**config.mk**
```make
export PLATFORM = sky130hd
export DESIGN_NAME = bus_and_wake_source_config
export DESIGN_NICKNAME = d
export VERILOG_FILES = /design/src/rtl/wake_cfg_pkg.sv /design/src/rtl/level_flag_hold.sv /design/src/rtl/bus_and_wake_source_config.sv
export SDC_FILE = /design/constraint.sdc
export NUM_CORES = 1
export LEC_CHECK = 0
export ABC_CLOCK_PERIOD_IN_PS = 1600
export BUFFER_PORTS_ARGS = -buffer_cell sky130_fd_sc_hd__clkbuf_2
export CAP_MARGIN = 25
export CELL_PAD_IN_SITES_DETAIL_PLACEMENT = 0
export CELL_PAD_IN_SITES_GLOBAL_PLACEMENT = 1
export CORE_AREA = 2 2 68 70
export CTS_CLUSTER_SIZE = 30
export DETAILED_ROUTE_END_ITERATION = 16
export DIE_AREA = 0 0 70 72
export PLACE_DENSITY_LB_ADDON = 0.1
export SKIP_LAST_GASP = 1
export SYNTH_ARGS = -nofsm -noshare
export SYNTH_HDL_FRONTEND = slang
export SYNTH_SLANG_ARGS = --single-unit
```
**constraint.sdc**
```tcl
create_clock -name clk -period 1.6 [get_ports clk]
set_input_delay 0.24 -clock clk [delete_from_list [all_inputs] [get_ports clk]]
set_output_delay 0.24 -clock clk [all_outputs]
set_load 0.01 [all_outputs]
```
**src/rtl/wake_cfg_pkg.sv**
```systemverilog
// Purpose: constants and carrier types for the bus and wake source configuration bank
// Assumes: 7-bit register index on a decoded register port from the serial front end
// Notes: register fields below are bit positions inside 8-bit registers
// Behaviour
// - transceiver mode field: 00 off, 01 wake capable, 10 receive only, 11 normal
// - reserved bits always read back as zero
// - fail-safe entry by failure forces bus control register to 0000 0001
// - in development mode the reset transceiver mode is normal
// - internal wake bit 6 enables timer as cyclic wake source
// - internal wake bit 2 stops watchdog in stop mode, cleared on stop to normal
// - global interrupt bit: clear means only wakes drive interrupt, set means all status
// - wake-or-measure bit set turns wake pin into voltage sense, no wake events
// - measure selected and fail output idle: measure in normal mode, ignore wake enable, gpio
// - with fail output active, setting measure select from zero to one is refused and flags spi failure
// - while measuring, wake pin and gpio level flags hold reset and stop updating
// - external wake bit 0 enables wake pin as source, powers up enabled
// - fail-safe entry without measuring forces external wake register to x0x0 0001
// - fail-safe entry while measuring does not auto-enable the wake pin
// - gpio pull field applies only for gpio wake use: none, down, up, auto
// - wake pin pull field: none, down, up, automatic switching
// - restart keeps both pull fields and clears the remaining bits
// - restart clears bus control upper six bits, mode depends on cause
// - restart keeps global interrupt, measure select and wake pin enable only
// - restart keeps timer wake enable only, clearing watchdog stop disable
package wake_cfg_pkg;
	localparam logic [6:0] ADDR_BUS_MODE = 7'h04;
	localparam logic [6:0] ADDR_INT_WAKE = 7'h06;
	localparam logic [6:0] ADDR_EXT_WAKE = 7'h07;
	localparam logic [6:0] ADDR_PULL_CFG = 7'h08;
	// writable masks; reserved positions are zero here
	localparam logic [7:0] MASK_BUS_MODE = 8'h03;
	localparam logic [7:0] MASK_INT_WAKE = 8'h44;
	localparam logic [7:0] MASK_EXT_WAKE = 8'hA1;
	localparam logic [7:0] MASK_PULL_CFG = 8'hC3;
	// restart keep masks
	localparam logic [7:0] KEEP_INT_WAKE = 8'h40;
	localparam logic [7:0] KEEP_EXT_WAKE = 8'hA1;
	localparam logic [7:0] KEEP_PULL_CFG = 8'hC3;
	// reset and forced values
	localparam logic [7:0] RST_BUS_MODE = 8'h00;
	localparam logic [7:0] RST_INT_WAKE = 8'h00;
	localparam logic [7:0] RST_EXT_WAKE = 8'h01;
	localparam logic [7:0] RST_PULL_CFG = 8'h00;
	localparam logic [7:0] FS_BUS_MODE = 8'h01;
	localparam logic [7:0] FS_EXT_KEEP = 8'hA0;
	localparam logic [7:0] FS_EXT_SET = 8'h01;
	// field positions
	localparam int BIT_TIMER_WAKE = 6;
	localparam int BIT_DOG_STOP = 2;
	localparam int BIT_GLOBAL_IRQ = 7;
	localparam int BIT_MEASURE = 5;
	localparam int BIT_WAKE_EN = 0;
	localparam int PULL_GPIO_HI = 7;
	localparam int PULL_GPIO_LO = 6;
	localparam int PULL_WAKE_HI = 1;
	localparam int PULL_WAKE_LO = 0;
	localparam logic [1:0] MODE_OFF = 2'h0;
	localparam logic [1:0] MODE_WAKE = 2'h1;
	localparam logic [1:0] MODE_RX_ONLY = 2'h2;
	localparam logic [1:0] MODE_NORMAL = 2'h3;
	localparam logic [1:0] PULL_NONE = 2'h0;
	localparam logic [1:0] PULL_DOWN = 2'h1;
	localparam logic [1:0] PULL_UP = 2'h2;
	localparam logic [1:0] PULL_AUTO = 2'h3;

	typedef struct packed {
		logic wr;
		logic rd;
		logic [6:0] addr;
		logic [7:0] wdata;
	} reg_req_s;

	typedef struct packed {
		logic off;
		logic wake_only;
		logic rx_only;
		logic normal;
	} xcvr_mode_s;

	typedef struct packed {
		logic none;
		logic down;
		logic up;
		logic auto_sw;
	} pull_sel_s;

	// one-hot view of a two-bit pull field
	function automatic pull_sel_s decode_pull(input logic [1:0] f);
		pull_sel_s p;
		p.none = (f == PULL_NONE);
		p.down = (f == PULL_DOWN);
		p.up = (f == PULL_UP);
		p.auto_sw = (f == PULL_AUTO);
		return p;
	endfunction
endpackage

```
**src/rtl/level_flag_hold.sv**
```systemverilog
// Purpose: synchronise a pin level into a status flag that can be frozen at reset value
// Assumes: pin is asynchronous to clk
// Notes: first stage feeds only the second stage
module level_flag_hold
	import wake_cfg_pkg::*;
(
	// clock and reset
	input wire logic clk,
	input wire logic nrst,
	// pin and control
	input wire logic pin,
	input wire logic hold,
	// status
	output logic flag
);
	logic s1_q, s1_d, s2_q, s2_d, flag_q, flag_d;

	// two-stage synchroniser, then the held flag
	always_comb begin
		s1_d = pin;
		s2_d = s1_q;
		flag_d = hold ? 1'b0 : s2_q;
	end

	always_ff @(posedge clk) begin
		if (!nrst) begin
			s1_q <= 1'b0;
			s2_q <= 1'b0;
			flag_q <= 1'b0;
		end else begin
			s1_q <= s1_d;
			s2_q <= s2_d;
			flag_q <= flag_d;
		end
	end

	assign flag = flag_q;
endmodule

```
**src/rtl/bus_and_wake_source_config.sv**
```systemverilog
// Purpose: bus transceiver mode and wake source configuration registers
// Assumes: serial front end hands over decoded one-cycle read and write strobes
// Notes: mode state machine lives outside; it pulses entry events into this block
module bus_and_wake_source_config
	import wake_cfg_pkg::*;
(
	// clock and reset
	input wire logic clk,
	input wire logic nrst,
	// register port from the serial front end
	input wire reg_req_s req,
	output logic [7:0] rdata,
	output logic hit,
	output logic spi_fail_set,
	// device mode events and levels
	input wire logic dev_mode,
	input wire logic failsafe_entry,
	input wire logic restart_entry,
	input wire logic [1:0] restart_mode,
	input wire logic stop_to_normal,
	input wire logic in_normal,
	input wire logic fail_output,
	// pins
	input wire logic hv_wake_pin,
	input wire logic gpio_pin,
	input wire logic gpio_is_wake,
	// event sources for the interrupt line
	input wire logic wake_event,
	input wire logic status_event,
	// decoded configuration
	output xcvr_mode_s xcvr_mode,
	output logic timer_wake_enable,
	output logic dog_stop_disable_hi,
	output logic wake_pin_enable,
	output logic wake_or_measure_select,
	output logic measure_run,
	output logic wake_pin_wake_active,
	output logic gpio_cfg_active,
	output pull_sel_s gpio_pull_select,
	output pull_sel_s wake_pin_pull_select,
	output logic wake_pin_level_flag,
	output logic gpio_level_flag,
	output logic irq_out_n
);
	logic [7:0] bus_q, bus_d;
	logic [7:0] iwk_q, iwk_d;
	logic [7:0] ewk_q, ewk_d;
	logic [7:0] pull_q, pull_d;
	logic [7:0] rdata_q, rdata_d;
	logic hit_q, hit_d;
	logic fail_q, fail_d;
	logic irq_n_q, irq_n_d;
	logic fo_s1_q, fo_s2_q;
	logic boot_q;
	logic [7:0] bus_rst;
	logic wr_bus, wr_iwk, wr_ewk, wr_pull;
	logic measure_refused;
	logic measuring;

	// fail output arrives from the pin driver domain; synchronise before use
	always_ff @(posedge clk) begin
		if (!nrst) begin
			fo_s1_q <= 1'b0;
			fo_s2_q <= 1'b0;
		end else begin
			fo_s1_q <= fail_output;
			fo_s2_q <= fo_s1_q;
		end
	end

	// development strap is sampled just after reset release, never inside reset
	always_ff @(posedge clk) begin
		if (!nrst) begin
			boot_q <= 1'b1;
		end else begin
			boot_q <= 1'b0;
		end
	end

	assign bus_rst = dev_mode ? {6'b00_0000, MODE_NORMAL} : RST_BUS_MODE;

	// write decode
	assign wr_bus = req.wr && (req.addr == ADDR_BUS_MODE);
	assign wr_iwk = req.wr && (req.addr == ADDR_INT_WAKE);
	assign wr_ewk = req.wr && (req.addr == ADDR_EXT_WAKE);
	assign wr_pull = req.wr && (req.addr == ADDR_PULL_CFG);
	assign measure_refused = wr_ewk && req.wdata[BIT_MEASURE] && fo_s2_q && !ewk_q[BIT_MEASURE];
	assign measuring = ewk_q[BIT_MEASURE];

	// next values: fail-safe beats restart, restart beats a host write
	always_comb begin
		bus_d = bus_q;
		iwk_d = iwk_q;
		ewk_d = ewk_q;
		pull_d = pull_q;
		fail_d = measure_refused;
		if (boot_q) begin
			bus_d = bus_rst;
		end else if (failsafe_entry) begin
			bus_d = FS_BUS_MODE;
			if (!measuring) begin
				ewk_d = (ewk_q & FS_EXT_KEEP) | FS_EXT_SET;
			end
			// measuring: the wake pin is left as it is, not made a wake source
		end else if (restart_entry) begin
			bus_d = {6'b00_0000, restart_mode};
			iwk_d = iwk_q & KEEP_INT_WAKE;
			ewk_d = ewk_q & KEEP_EXT_WAKE;
			pull_d = pull_q & KEEP_PULL_CFG;
		end else begin
			if (wr_bus) begin
				bus_d = req.wdata & MASK_BUS_MODE;
			end
			if (wr_iwk) begin
				iwk_d = req.wdata & MASK_INT_WAKE;
			end
			if (wr_ewk) begin
				ewk_d = req.wdata & MASK_EXT_WAKE;
				if (measure_refused) begin
					ewk_d[BIT_MEASURE] = 1'b0;
				end
			end
			if (wr_pull) begin
				pull_d = req.wdata & MASK_PULL_CFG;
			end
		end
		// hardware clear on stop to normal wins over a host write in the same cycle
		if (stop_to_normal) begin
			iwk_d[BIT_DOG_STOP] = 1'b0;
		end
	end

	always_ff @(posedge clk) begin
		if (!nrst) begin
			bus_q <= RST_BUS_MODE;
			iwk_q <= RST_INT_WAKE;
			ewk_q <= RST_EXT_WAKE;
			pull_q <= RST_PULL_CFG;
			fail_q <= 1'b0;
		end else begin
			bus_q <= bus_d;
			iwk_q <= iwk_d;
			ewk_q <= ewk_d;
			pull_q <= pull_d;
			fail_q <= fail_d;
		end
	end

	// read path; registers only hold writable bits so reserved read zero
	always_comb begin
		rdata_d = 8'h00;
		hit_d = 1'b0;
		if (req.rd) begin
			hit_d = 1'b1;
			case (req.addr)
				ADDR_BUS_MODE: rdata_d = bus_q & MASK_BUS_MODE;
				ADDR_INT_WAKE: rdata_d = iwk_q & MASK_INT_WAKE;
				ADDR_EXT_WAKE: rdata_d = ewk_q & MASK_EXT_WAKE;
				ADDR_PULL_CFG: rdata_d = pull_q & MASK_PULL_CFG;
				default: hit_d = 1'b0;
			endcase
		end
	end

	// interrupt line: wakes always, other status only in global mode
	always_comb begin
		irq_n_d = !(wake_event || (ewk_q[BIT_GLOBAL_IRQ] && status_event));
	end

	always_ff @(posedge clk) begin
		if (!nrst) begin
			rdata_q <= 8'h00;
			hit_q <= 1'b0;
			irq_n_q <= 1'b1;
		end else begin
			rdata_q <= rdata_d;
			hit_q <= hit_d;
			irq_n_q <= irq_n_d;
		end
	end

	// pin level flags freeze at reset value while measuring
	level_flag_hold u_wake_lvl (
		.clk(clk),
		.nrst(nrst),
		.pin(hv_wake_pin),
		.hold(measuring),
		.flag(wake_pin_level_flag)
	);

	level_flag_hold u_gpio_level_flag (
		.clk(clk),
		.nrst(nrst),
		.pin(gpio_pin),
		.hold(measuring),
		.flag(gpio_level_flag)
	);

	// decoded outputs straight from the stored fields
	always_comb begin
		xcvr_mode.off = (bus_q[1:0] == MODE_OFF);
		xcvr_mode.wake_only = (bus_q[1:0] == MODE_WAKE);
		xcvr_mode.rx_only = (bus_q[1:0] == MODE_RX_ONLY);
		xcvr_mode.normal = (bus_q[1:0] == MODE_NORMAL);
	end

	assign timer_wake_enable = iwk_q[BIT_TIMER_WAKE];
	assign dog_stop_disable_hi = iwk_q[BIT_DOG_STOP];
	assign wake_pin_enable = ewk_q[BIT_WAKE_EN];
	assign wake_or_measure_select = measuring;
	// measurement only runs in normal mode with the fail output idle
	assign measure_run = measuring && !fo_s2_q && in_normal;
	// a measuring pin never raises wake events and ignores its enable
	assign wake_pin_wake_active = ewk_q[BIT_WAKE_EN] && !measuring;
	assign gpio_cfg_active = !(measuring && !fo_s2_q);
	// gpio pull only applies while the gpio serves as a wake input
	assign gpio_pull_select = gpio_is_wake ? decode_pull(pull_q[PULL_GPIO_HI:PULL_GPIO_LO]) :
		decode_pull(PULL_NONE);
	assign wake_pin_pull_select = decode_pull(pull_q[PULL_WAKE_HI:PULL_WAKE_LO]);

	assign rdata = rdata_q;
	assign hit = hit_q;
	assign spi_fail_set = fail_q;
	assign irq_out_n = irq_n_q;
endmodule

```
### Word-level counts from Yosys, hierarchy flattened

Index checks and enable logic that the tools add are counted.

* register bits after elaboration: 31
* input bits: 32
* output and inout port bits: 32
* word-level logic and storage cells: 87

* eq/ne operators: 15
* muxes and demuxes: 16
* bitwise operators: 4
* reduce and logical (&&, ||, !) cells: 32

Operator list (number)
* 8-bit one-hot mux with 4 select lines: 1
* 8-bit 2-to-1 mux: 3
* 7-bit by 3-bit equality test with 1-bit output, second input constant: 3
* 4-bit AND reduction: 4
* 2-bit equality test, second input constant: 6
* 1-bit logical AND: 11
* 2-bit 2-to-1 mux: 5
* 7-bit by 4-bit equality test with 1-bit output, second input constant: 1
* 7-bit 2-to-1 mux: 1
* 2-bit by 1-bit equality test with 1-bit output, second input constant: 3
* 2-bit zero test: 3
* 3-bit 2-to-1 mux: 2
* 3-bit AND reduction: 2
* 1-bit zero test: 4
* 4-bit 2-to-1 mux: 1
* 2-bit != test, second input constant: 2
* 1-bit NOT: 4
* 2-bit nonzero test: 2
* 4-bit nonzero test: 1
* 2-bit OR reduction: 2
* 4-bit OR reduction: 1
* 1-bit 2-to-1 mux: 3
* 2-bit AND reduction: 1
* 1-bit logical OR: 1

### Longest topological paths before layout

Gate-level depths: netlist of run 1.

* depth in word-level cells: 9
* mapped depth: 4
* depth with buffers taken out: 3

### Modules after synthesis

A second synthesis of run 1 with hierarchy kept.

* cells, all modules: 147
* area total of the unflattened synthesis: 1365.1 um2

By module, submodules not included
* bus_and_wake_source_config: instances 1, cells an instance 135, area each 1202.4 um2, sequential area each 460.4 um2
* level_flag_hold: instances 2, cells an instance 6, area each 81.3 um2, sequential area each 60.1 um2

### Worst setup path after synthesis of run 1

No wires, ideal clock.

* path type: flip-flop to flip-flop
* start point: reg boot_q
* end point: reg pull_q[0]
* setup time: 125 ps
* arrival: 1054 ps
* required time: 1475 ps
* setup slack: 420 ps
* cell stages (with the launch flop): 4
* buffers on the path: 0
* period minus slack after synthesis: 1180 ps
* path through: dfxtp_1 -> nor4b_2 -> nand3_1 -> mux2i_1

* cells in the longest elaborated chain, start to end: 2

RTL lines
* start: declaration: line bus_and_wake_source_config.sv:54 `logic boot_q;`
* start signal: assignment: line bus_and_wake_source_config.sv:74 `boot_q <= 1'b1;`
* start signal: assignment: line bus_and_wake_source_config.sv:76 `boot_q <= 1'b0;`
* 1-bit NOT (no line)
* 4-bit AND reduction (no line)
* end signal: assignment: line bus_and_wake_source_config.sv:144 `pull_q <= pull_d;`
* end: declaration: line bus_and_wake_source_config.sv:48 `logic [7:0] pull_q, pull_d;`

Every way passes these cells.
A chain may end at the register's enable or synchronous reset.

### Worst setup path in the final report of run 1

* start point: reg boot_q
* end point: reg pull_q[7]

The elaborated chain is that of the path after synthesis.

==> flow_results.org, run 1 <==
** Outcome
- Result of the run :: finished, final reports clean

** Synthesis
- Primary FF master, synth :: dfxtp_1
- Cell area after synthesis :: 1340 µm²
- Of all flip-flops after synthesis, the portion carrying an async set or reset was 0%.
- Register bit total from synthesis :: 29
- Share of synthesized area occupied by flip-flops and latches :: about 43%
- Unique masters post-synth :: 41
- Counting flops with a built-in enable in the synthesized netlist gives 0.
- Gate count of the mapped netlist :: 147
- The average instance in the mapped netlist occupies 9.12 µm².
- Yosys printed 0 warnings.

** Floorplan
- The floorplan has 24 rows.
- For this configuration, the core starts out at a cell density of 31.5%.
- Floorplan die height :: 72 µm
- Die X :: ~70 µm
- Die area :: 5040 µm²
- Ports placed on the boundary :: 64
- Core footprint :: 4260 µm²

** Finish
- The number of antenna diodes in the final layout is 0.
- Share of cells above drive strength 1 :: 38.5%
- The area growth from synthesis to layout is 35.4%.
- Most common cell after layout, fill and taps aside :: clkbuf_2
- The final layout contains 244 nets.
- Layout Cells excl Fill :: 265
- Fill cell count :: 447
- The library cells used most frequently in the layout, excluding fill and tap cells, are clkbuf_2 (59), dfxtp_1 (29), nand2_1 (18).

** CTS
- CTS tree :: yes
- In this run, post-CTS hold repair placed 0 buffers.
- Clock-pin slew was measured on the worst setup and hold paths at ~60 ps.
- Counting the buffers created by CTS gives 5.
- Gates resized during post-CTS repair numbered 0.
- The number of setup buffers added after CTS is 0.
- TritonCTS Sinks :: 29
- The clock reaches the later pin of the worst-skew pair after between 200 and 300 ps.
- Max clock buf depth :: 2
- H-tree levels :: 2
- Buffer type at the clock tree root :: clkbuf_8

** Worst setup path
- STA puts the critical path data required time at 1760 ps.
- At the worst endpoint, the arrival time is 1610 ps.
- STA classifies the critical path endpoint as a flip-flop.
- Startpoint class of the critical path :: flip-flop
- In this run the worst path has a maximum fanout of 8.
- The setup path with the least slack is of type reg -> reg.

** Detailed routing
- Dividing the detail-routed via count by the number of cells gives 4.79.
- Length of the first detailed-routing pass in iterations :: 4
- The detailed router finished its first iteration with 43 violations.
- For this run, design rule violations remaining after detail routing come to 0.
- The routed layout has 1269 vias.
- The detail route stage leaves a number of antenna-violating nets equal to 0.
- Final routed wire length divided by cell count :: 12.7 µm
- For this block, the routed nets add up to 3.36 mm of wire.

** Min path
- Worst hold path class :: in -> reg

** STA
- Counting I/O delays and the setup requirement, the final critical path takes 1460 ps.
- Final critical-path share of the clock period :: 90.9%
- Fmax :: between 0.6 and 0.7 GHz
- Setup violations remaining at the end of the flow were counted as 0.
- Number of pins exceeding their max-slew limit in the final report :: 0
- Hold violation count in the final report :: 0
- Final clock skew :: about 4.5 ps
- Unrepaired setup endpoints after global routing :: false
- Summed negative setup slack over all endpoints :: 0 ps

** Place
- Final weighted congestion of routability-driven global placement :: 0.769
- Cell count after placement :: 257
- Placed wire-length estimate :: 2.66 mm
- The count of buffers added on input and output ports is just under 60.

** Pwr
- Power share of the clock group :: 46.2%
- Sw frac :: 21.6%
- The analysis attributes to cell leakage a power of 0.849 nW.
- Cell internal power was estimated by the tool at 0.00132 W.
- In this run the power density over the cells is a little over 900 nW/µm².
- Part of the power in registers :: between 40% and 50%
- Proportion of power drawn by combinational gates :: 9.2%
- Maximum VDD drop :: between 0.0004 and 0.0005 V
- The analysis attributes to net switching a power of approximately 0.00036 W.

** Global routing
- Number of antenna violations at the first check in global routing :: 0
- Summed over all layers, the global routing overflow is 0.
- Entering global routing, the biggest net connects 14 pins.
- GRT Util Overall :: 13.6%
- The first global-routing pass estimated 5.33 mm of wire.
- Number of global-route vias before repair :: 1150

** Job
- Number of maximum-capacitance violations :: 0
-- critical path, stage by stage (launching register included) --
cell and delay (ps):
dfxtp_1 370, nor4b_2 440, nand3_1 340, mux2i_1 190
-- flip-flops by register name, summed over array words and instances (netlist names) --
register	flops
fo_s2_q	1
pull_q	4
bus_q	2
u_wake_lvl.s1_q	1
rdata	6
hit	1
ewk_q	3
spi_fail_set	1
boot_q	1
u_wake_lvl.s2_q	1
u_gpio_level_flag.s2_q	1
u_gpio_level_flag.s1_q	1
u_wake_lvl.flag	1
fo_s1_q	1
u_gpio_level_flag.flag	1
iwk_q	2
irq_out_n	1
-- power by group through the flow --
stage                     logic (W)  registers, W  clock network, W
after floorplan           0.0000770      0.000763                 0
after global placement     0.000152      0.000764                 0
after detailed placement   0.000155      0.000765                 0
after CTS                  0.000156      0.000749          0.000797
after global routing       0.000170      0.000751          0.000830
final                      0.000154      0.000748          0.000776
-- Yosys cell counts, drive strengths merged (2+ instances only) --
master | count | area [µm²]
o21ai | 2 | 10.0
buf | 3 | 20.0
and2 | 10 | 62.6
nor3b | 2 | 15.0
a21o | 2 | 15.0
nand3 | 11 | 55.1
inv | 6 | 22.5
mux2i | 9 | 90.1
nor2 | 8 | 30.0
a21oi | 2 | 10.0
and3b | 5 | 51.3
and3 | 3 | 18.8
nor4 | 2 | 18.8
clkbuf | 2 | 7.51
dfxtp | 29 | 581
a211oi | 4 | 30.0
nor4b | 3 | 38.8
nor3 | 4 | 20.0
nand2 | 18 | 67.6
nor2b | 6 | 37.5
-- worst paths after layout --
check	end	startpoint	slack [ps]	cells after the start
worst max-delay path	pull_q[7]$_SDFFE_PN0P_	boot_q$_DFF_P_	140	3
worst min register to register	u_wake_lvl.flag$_SDFF_PP0_	u_wake_lvl.s2_q$_SDFF_PN0_	430	1
worst min-delay path	iwk_q[2]$_SDFFE_PP0P_	stop_to_normal	140	2
worst max register to register	pull_q[7]$_SDFFE_PN0P_	boot_q$_DFF_P_	140	3
-- final cells by class --
type	instances	area (µm²)	area share, %
clock inverter	1	30.0	1.65
tap	52	65.1	3.58
timing repair buffer	62	318	17.5
multi-input combinational	108	714	39.3
clock buffer	7	86.3	4.75
inverter	6	22.5	1.24
sequential	29	581	32.0
-- per-stage QoR --
stage / hold slack [ps] / power, W / area [µm²] / setup WS (ps) / util, %
floorplan: 318 / 0.000840 / 1350 / 420 / -
global placement: 409 / 0.000916 / 1700 / 103 / 39.9
detailed placement: 418 / 0.000920 / 1700 / 65.9 / 39.9
CTS: 129 / 0.00170 / 1820 / 133 / 42.6
global route: 137 / 0.00175 / 1820 / 13.0 / 42.6
finish: 144 / 0.00168 / 1820 / 145 / 42.6
-- cell families after synthesis --
| kind of cell | share of synthesized area [%] |
|---|---|
| mux | 7.56 |
| compound gates | 10.4 |
| other cells | 0.280 |
| flops | 43.3 |
| buf+inv | 3.73 |
| simple gates | 34.8 |
-- per-layer routing --
metal  routed length, µm  up-vias  part of all wire, %  GRT usage [%]
li1                    -      652                    -              -
met1                1510      568                   45           16.2
met3                 238        6                  7.1           5.14
met4                  50        0                  1.5           5.13
met5                   0        -                    0              0
met2                1560       43                   46           22.6
(Power assumes the default switching activity.)
==> run 2: changes to the inputs <==
- MAX_ROUTING_LAYER: not set -> met4
- SLEW_MARGIN: not set -> 20
==> flow_results.org, run 2 (synthesis gave the netlist of run 1 again) <==
** STA
- Setup repair after global routing left no endpoint under its margin.
- Post-layout min period :: 1460 ps
- Final setup viols :: 0
- Number of pins exceeding their max-slew limit in the final report :: 0
- Final clock skew :: 4.50 ps
- Final critical-path share of the clock period :: 90.9%
- Summed negative setup slack over all endpoints :: 0 ps
- The final hold violation count was 0.
- Fmax :: 0.687 GHz

** Worst setup path
- Arrival time of the worst setup path :: between 1500 and 2000 ps
- Slowest stage delay, CP :: 440 ps
- Setup crit end kind :: flip-flop
- Number of buffer and inverter stages on the critical path :: 0
- Along the worst path, the maximum fanout reaches 8.
- Grouping stages by cell kind, the critical path spends the most delay in simple AND/OR/NAND/NOR gates.
- Cell breakdown of the critical path :: nor4b_2, nand3_1, mux2i_1
- The critical path is of the reg -> reg type.
- STA classifies the critical path startpoint as a flip-flop.
- STA puts the critical path data required time at 1760 ps.
- The slowest stage of the critical path belongs to the cell nor4b_2.

** Global routing
- Number of global-route vias before repair :: 1150
- First-pass GRT wire length :: 5.33 mm
- After global routing the overflow that remains totals 0.
- Global routing used 16.3% of the available met1 tracks.
- GRT Util Overall :: between 10 and 15%
- Number of antenna violations at the first check in global routing :: 0
- Met2 Use GR :: 22.6%
- For met3 alone, demand over resource in global routing was under 10%.
- Most congested layer reported by global routing :: met2
- Largest net degree at the start of global routing :: 14

** Finish
- The library cell used most frequently in the layout, excluding fill and tap cells, is clkbuf_2.
- Signed area change from the synthesized netlist to the final layout :: 35.4%
- Final Cell Area :: roughly 1800 µm²
- ANT cells :: 0
- Share of cells above drive strength 1 :: about two fifths
- At the end of the flow, the number of nets in the layout was 244.
- The register with the most flip-flops in the layout has 6 of them.
- For this run, the share of the core covered by cells in the final layout is between 40% and 50%.
- Highest-count cells in the layout ignoring fill and taps :: clkbuf_2 (59), dfxtp_1 (29), nand2_1 (18)

** Detailed routing
- Routed vias :: 1269
- Final routed wire length divided by cell count :: 12.7 µm
- Length of the first detailed-routing pass in iterations :: 4
- DRT antenna net count :: 0
- Vias per inst :: approximately 4.8
- In the routed design, unresolved DRC markers number 0.
- For this block, the initial DRC count from the detailed router was 43.
- Final wirelength :: 3.36 mm

** Floorplan
- Starting utilization of the core area :: between 30% and 40%
- Floorplan die height :: 72 µm
- The floorplan has 24 rows.
- Pin placement for this block handled 64 I/O pins.
- Measured along the x axis, the die boundary spans roughly 70 µm.
- Core footprint :: approximately 4300 µm²
- The die covers 5040 µm².

** Pwr
- For this design the ratio of total power to cell area is approximately 900 nW/µm².
- Maximum VDD drop :: 0.000492 V
- P_leak :: 0.849 nW

** CTS
- Clock-pin slew was measured on the worst setup and hold paths at 60 ps.
- TritonCTS Sinks :: 29
- Clock latency on the worst-skew pair, taken at its later pin, is approximately 280 ps.
- Post-cts gate resize count :: 0
- After clock tree synthesis, the flow added hold-fix buffers numbering 0.
- CTS Buf Count :: 5
- Number of post-CTS setup repair buffers :: 0
- Counting along the longest clock path gives a buffer depth of 2.
- CTS tree :: yes
- CTS placed an instance of clkbuf_8 at the clock tree root.
- The H-tree was split into 2 levels.

** Place
- Placed wire-length estimate :: 2.66 mm
- Standard cell area after detailed placement :: ~1700 µm²
- Routability-driven placement finished with a final weighted congestion of 0.780.
- Input and output buffers added on the ports amount to 59.

** Min path
- Worst hold path class :: in -> reg

** Outcome
- Result of the run :: finished, final reports clean

** Job
- Max-cap violations in this run came to 0.
## run 2: per-stage QoR
stage	setup WS [ps]	power, W	instances	hold WS, ps
5_1_grt	13.0	0.00175	265	137
2_1_floorplan	420	0.000840	148	318
3_5_place_dp	65.9	0.000920	257	418
4_1_cts	133	0.00170	265	129
6_report	145	0.00168	265	144
3_3_place_gp	103	0.000916	257	409
## run 2: worst paths after layout
kind                         startpoint                          to  slack, ps  cells past startpoint
max                      boot_q$_DFF_P_      pull_q[7]$_SDFFE_PN0P_        140                      3
min                      stop_to_normal       iwk_q[2]$_SDFFE_PP0P_        140                      2
max reg2reg              boot_q$_DFF_P_      pull_q[7]$_SDFFE_PN0P_        140                      3
min reg2reg  u_wake_lvl.s2_q$_SDFF_PN0_  u_wake_lvl.flag$_SDFF_PP0_        430                      1
## run 2: worst register-to-register path: cells and delay by family, from the launching register on
family	cells	cell delay (ps)
and+or+nand+nor	2	780
DFF	1	370
muxes	1	190
## run 2: routing by layer
| metal | part of all wire [%] | vias to the layer above |
|---|---|---|
| li1 | - | 652 |
| met1 | 45 | 568 |
| met2 | 46 | 43 |
| met3 | 6.7 | 6 |
| met4 | 1.5 | 0 |
| met5 | 0 | - |
## run 2: power breakdown
group	switching [W]	total [W]	internal, W
Sequential	0.0000108	0.000748	0.000738
Clock	0.000269	0.000776	0.000507
Combinational	0.0000827	0.000154	0.0000711
Total	0.000362	0.00168	0.00132
## run 2: cell type report
type                    count  area, µm²
clock inverters             1       30.0
inverters                   6       22.5
flip-flops and latches     29        581
well taps                  52       65.1
repair buffers             62        318
clock buffers               7       86.3
multi-input cells         108        714
fillers                   447       2450
==> run 3: changes to the inputs <==
- ABC_CLOCK_PERIOD_IN_PS: 1600 -> 1300
- CORE_AREA: 2 2 68 70 -> 2 2 72 74
- DIE_AREA: 0 0 70 72 -> 0 0 74 76
- clock period: 1.6 -> 1.3 ns (I/O delays scaled with it)
==> flow_results.org, run 3 (synthesis gave the netlist of run 1 again) <==
** Pwr
- Power spread over the standard cell area amounts to around 1100 nW/µm².
- Maximum VDD drop :: around 0.00045 V
- In this run the static leakage power is 0.902 nW.

** Finish
- Highest-count cells in the layout ignoring fill and taps :: clkbuf_2 (59), dfxtp_1 (27), nand2_1 (18)
- Share of cells above drive strength 1 :: roughly 43%
- Final net count :: 254
- Most common cell after layout, fill and taps aside :: clkbuf_2
- Layout Cells excl Fill :: 293
- The number of antenna diodes in the final layout is 0.
- Signed area change from the synthesized netlist to the final layout :: 43.9%
- Final Cell Area :: 1930 µm²
- The register with the most flip-flops in the layout has 6 of them.
- Counting the fill cells in the layout gives slightly above 500.

** Global routing
- Largest net degree at the start of global routing :: 16
- Remaining Overflow, GRT :: 0
- The via count of the first global-routing pass came to 1281.
- In the global route stage, overall resource usage came out at between 10% and 20%.
- First-pass GRT wire length :: 5.91 mm
- The number of antenna violations at the first check in global routing came to 0.

** STA
- Final clock skew :: 8.02 ps
- Fmax :: 0.814 GHz
- Number of pins exceeding their max-slew limit in the final report :: 0
- In the finished design, the share of the clock period the worst path needs comes to a little over nine tenths.
- Hold violation count in the final report :: 0
- Final setup viols :: 0
- Summed negative setup slack over all endpoints :: 0 ps
- Setup repair after global routing left no endpoint under its margin.
- Min Hold Slack :: around 84 ps
- Post-layout min period :: approximately 1200 ps

** Worst setup path
- Cell family with the largest share of critical-path delay :: simple AND/OR/NAND/NOR gates
- The critical path goes through buf_4, nor4b_1, nand4_1, a311oi_1.
- Data required time of the worst path :: 1490 ps
- The worst setup path is captured at a flip-flop.
- Slowest stage delay, CP :: 340 ps
- Along the worst path, the maximum fanout reaches 4.
- Number of buffer and inverter stages on the critical path :: 1
- The critical path is of the reg -> reg type.
- For this design, the slowest cell found on the critical path is dfxtp_2.
- Arrival time of the worst setup path :: 1420 ps
- The worst setup path is launched from a flip-flop.

** Floorplan
- From left edge to right edge, the die measures 74 µm.
- Ports placed on the boundary :: 64
- The initial utilization of the core area, before any placement, comes to 27.3%.
- Row generation in the floorplan step produced 26 rows.
- The floorplan step defined a core boundary enclosing 4910 µm².
- Floorplan die height :: around 76 µm
- The die covers approximately 5600 µm².

** CTS
- Buffers added to address setup during post-CTS repair amount to 0.
- CTS tree :: yes
- Clock latency on the worst-skew pair, taken at its later pin, is 280 ps.
- Hold_buf cts :: 0
- Clock transition time at the flip-flop clock pins of the worst setup and hold paths :: 70 ps
- CTS Buf Count :: 5
- Buffer type at the clock tree root :: clkbuf_8
- The clock tree synthesis step divided the H-tree into 2 levels.
- Max clock buf depth :: 2
- Counting every sink on the clock net gives 29.
- The number of gates resized after CTS was 2.

** Place
- Placed wire-length estimate :: 2.88 mm
- # port buffers :: 59
- The number of placed instances, taps included, is 285.
- Final weighted congestion of routability-driven global placement :: 0.795
- The placed instances occupy a cell area of 1800 µm².

** Outcome
- The run finished with clean final reports.

** Detailed routing
- Vias per inst :: 4.56
- Routed vias :: 1335
- For this block, the routed nets add up to 3.65 mm of wire.
- After the first detailed-routing iteration, the DRC count stood at 80.
- Before antenna repair, the detailed router went through 4 iterations.
- Count of unresolved DRC violations after routing :: 0
- DRT antenna net count :: 0
- Dividing the detail-routed wire length by the instance count gives approximately 12 µm.

** Job
- Across the run, the number of max-cap violations was 0.

** Min path
- Worst hold path class :: in -> reg
==> run 3: cell types whose count changed in the layout (fill, tap and decap cells not counted), sizes merged <==
| cell | change |
|---|---|
| buf | +10 |
==> run 3: final timing paths <==
check | cells past startpoint | slack, ps | endpoint | start
worst max-delay path | 4 | 70 | iwk_q[2]$_SDFFE_PP0P_ | boot_q$_DFF_P_
worst min-delay path | 2 | 80 | iwk_q[2]$_SDFFE_PP0P_ | stop_to_normal
worst max register to register | 4 | 70 | iwk_q[2]$_SDFFE_PP0P_ | boot_q$_DFF_P_
worst min register to register | 1 | 430 | u_wake_lvl.flag$_SDFF_PP0_ | u_wake_lvl.s2_q$_SDFF_PN0_
==> run 3: final cells by class <==
class,instances,area [µm²],area share (%)
well taps,70,87.6,4.54
flip-flops and latches,29,583,30.2
clock inverters,1,30.0,1.56
multi-input cells,108,728,37.7
clock buffers,7,86.3,4.47
inverters,6,22.5,1.17
repair buffers,72,393,20.3
==> run 3: metal layers <==
metal	vias up	global-route usage, %	wire [µm]
met5	-	-	0
met4	0	5.45	24
met3	2	5.03	251
met2	47	21.7	1670
met1	612	16.6	1700
li1	674	-	-
==> run 3: stage by stage <==
step	power, W	util, %	worst slack (ps)
2_1_floorplan	0.00103	-	120
3_3_place_gp	0.00115	36.6	4.36
3_5_place_dp	0.00115	36.6	-25.0
4_1_cts	0.00212	39.0	44.3
5_1_grt	0.00220	39.3	4.96
6_report	0.00210	39.3	71.6
==> run 3: power by group <==
part / switching, W / leakage [nW] / internal [W]
sequential: 0.0000120 / 0.237 / 0.000908
clock: 0.000337 / 0.0585 / 0.000624
combinational: 0.000111 / 0.607 / 0.000104
total: 0.000460 / 0.902 / 0.00164
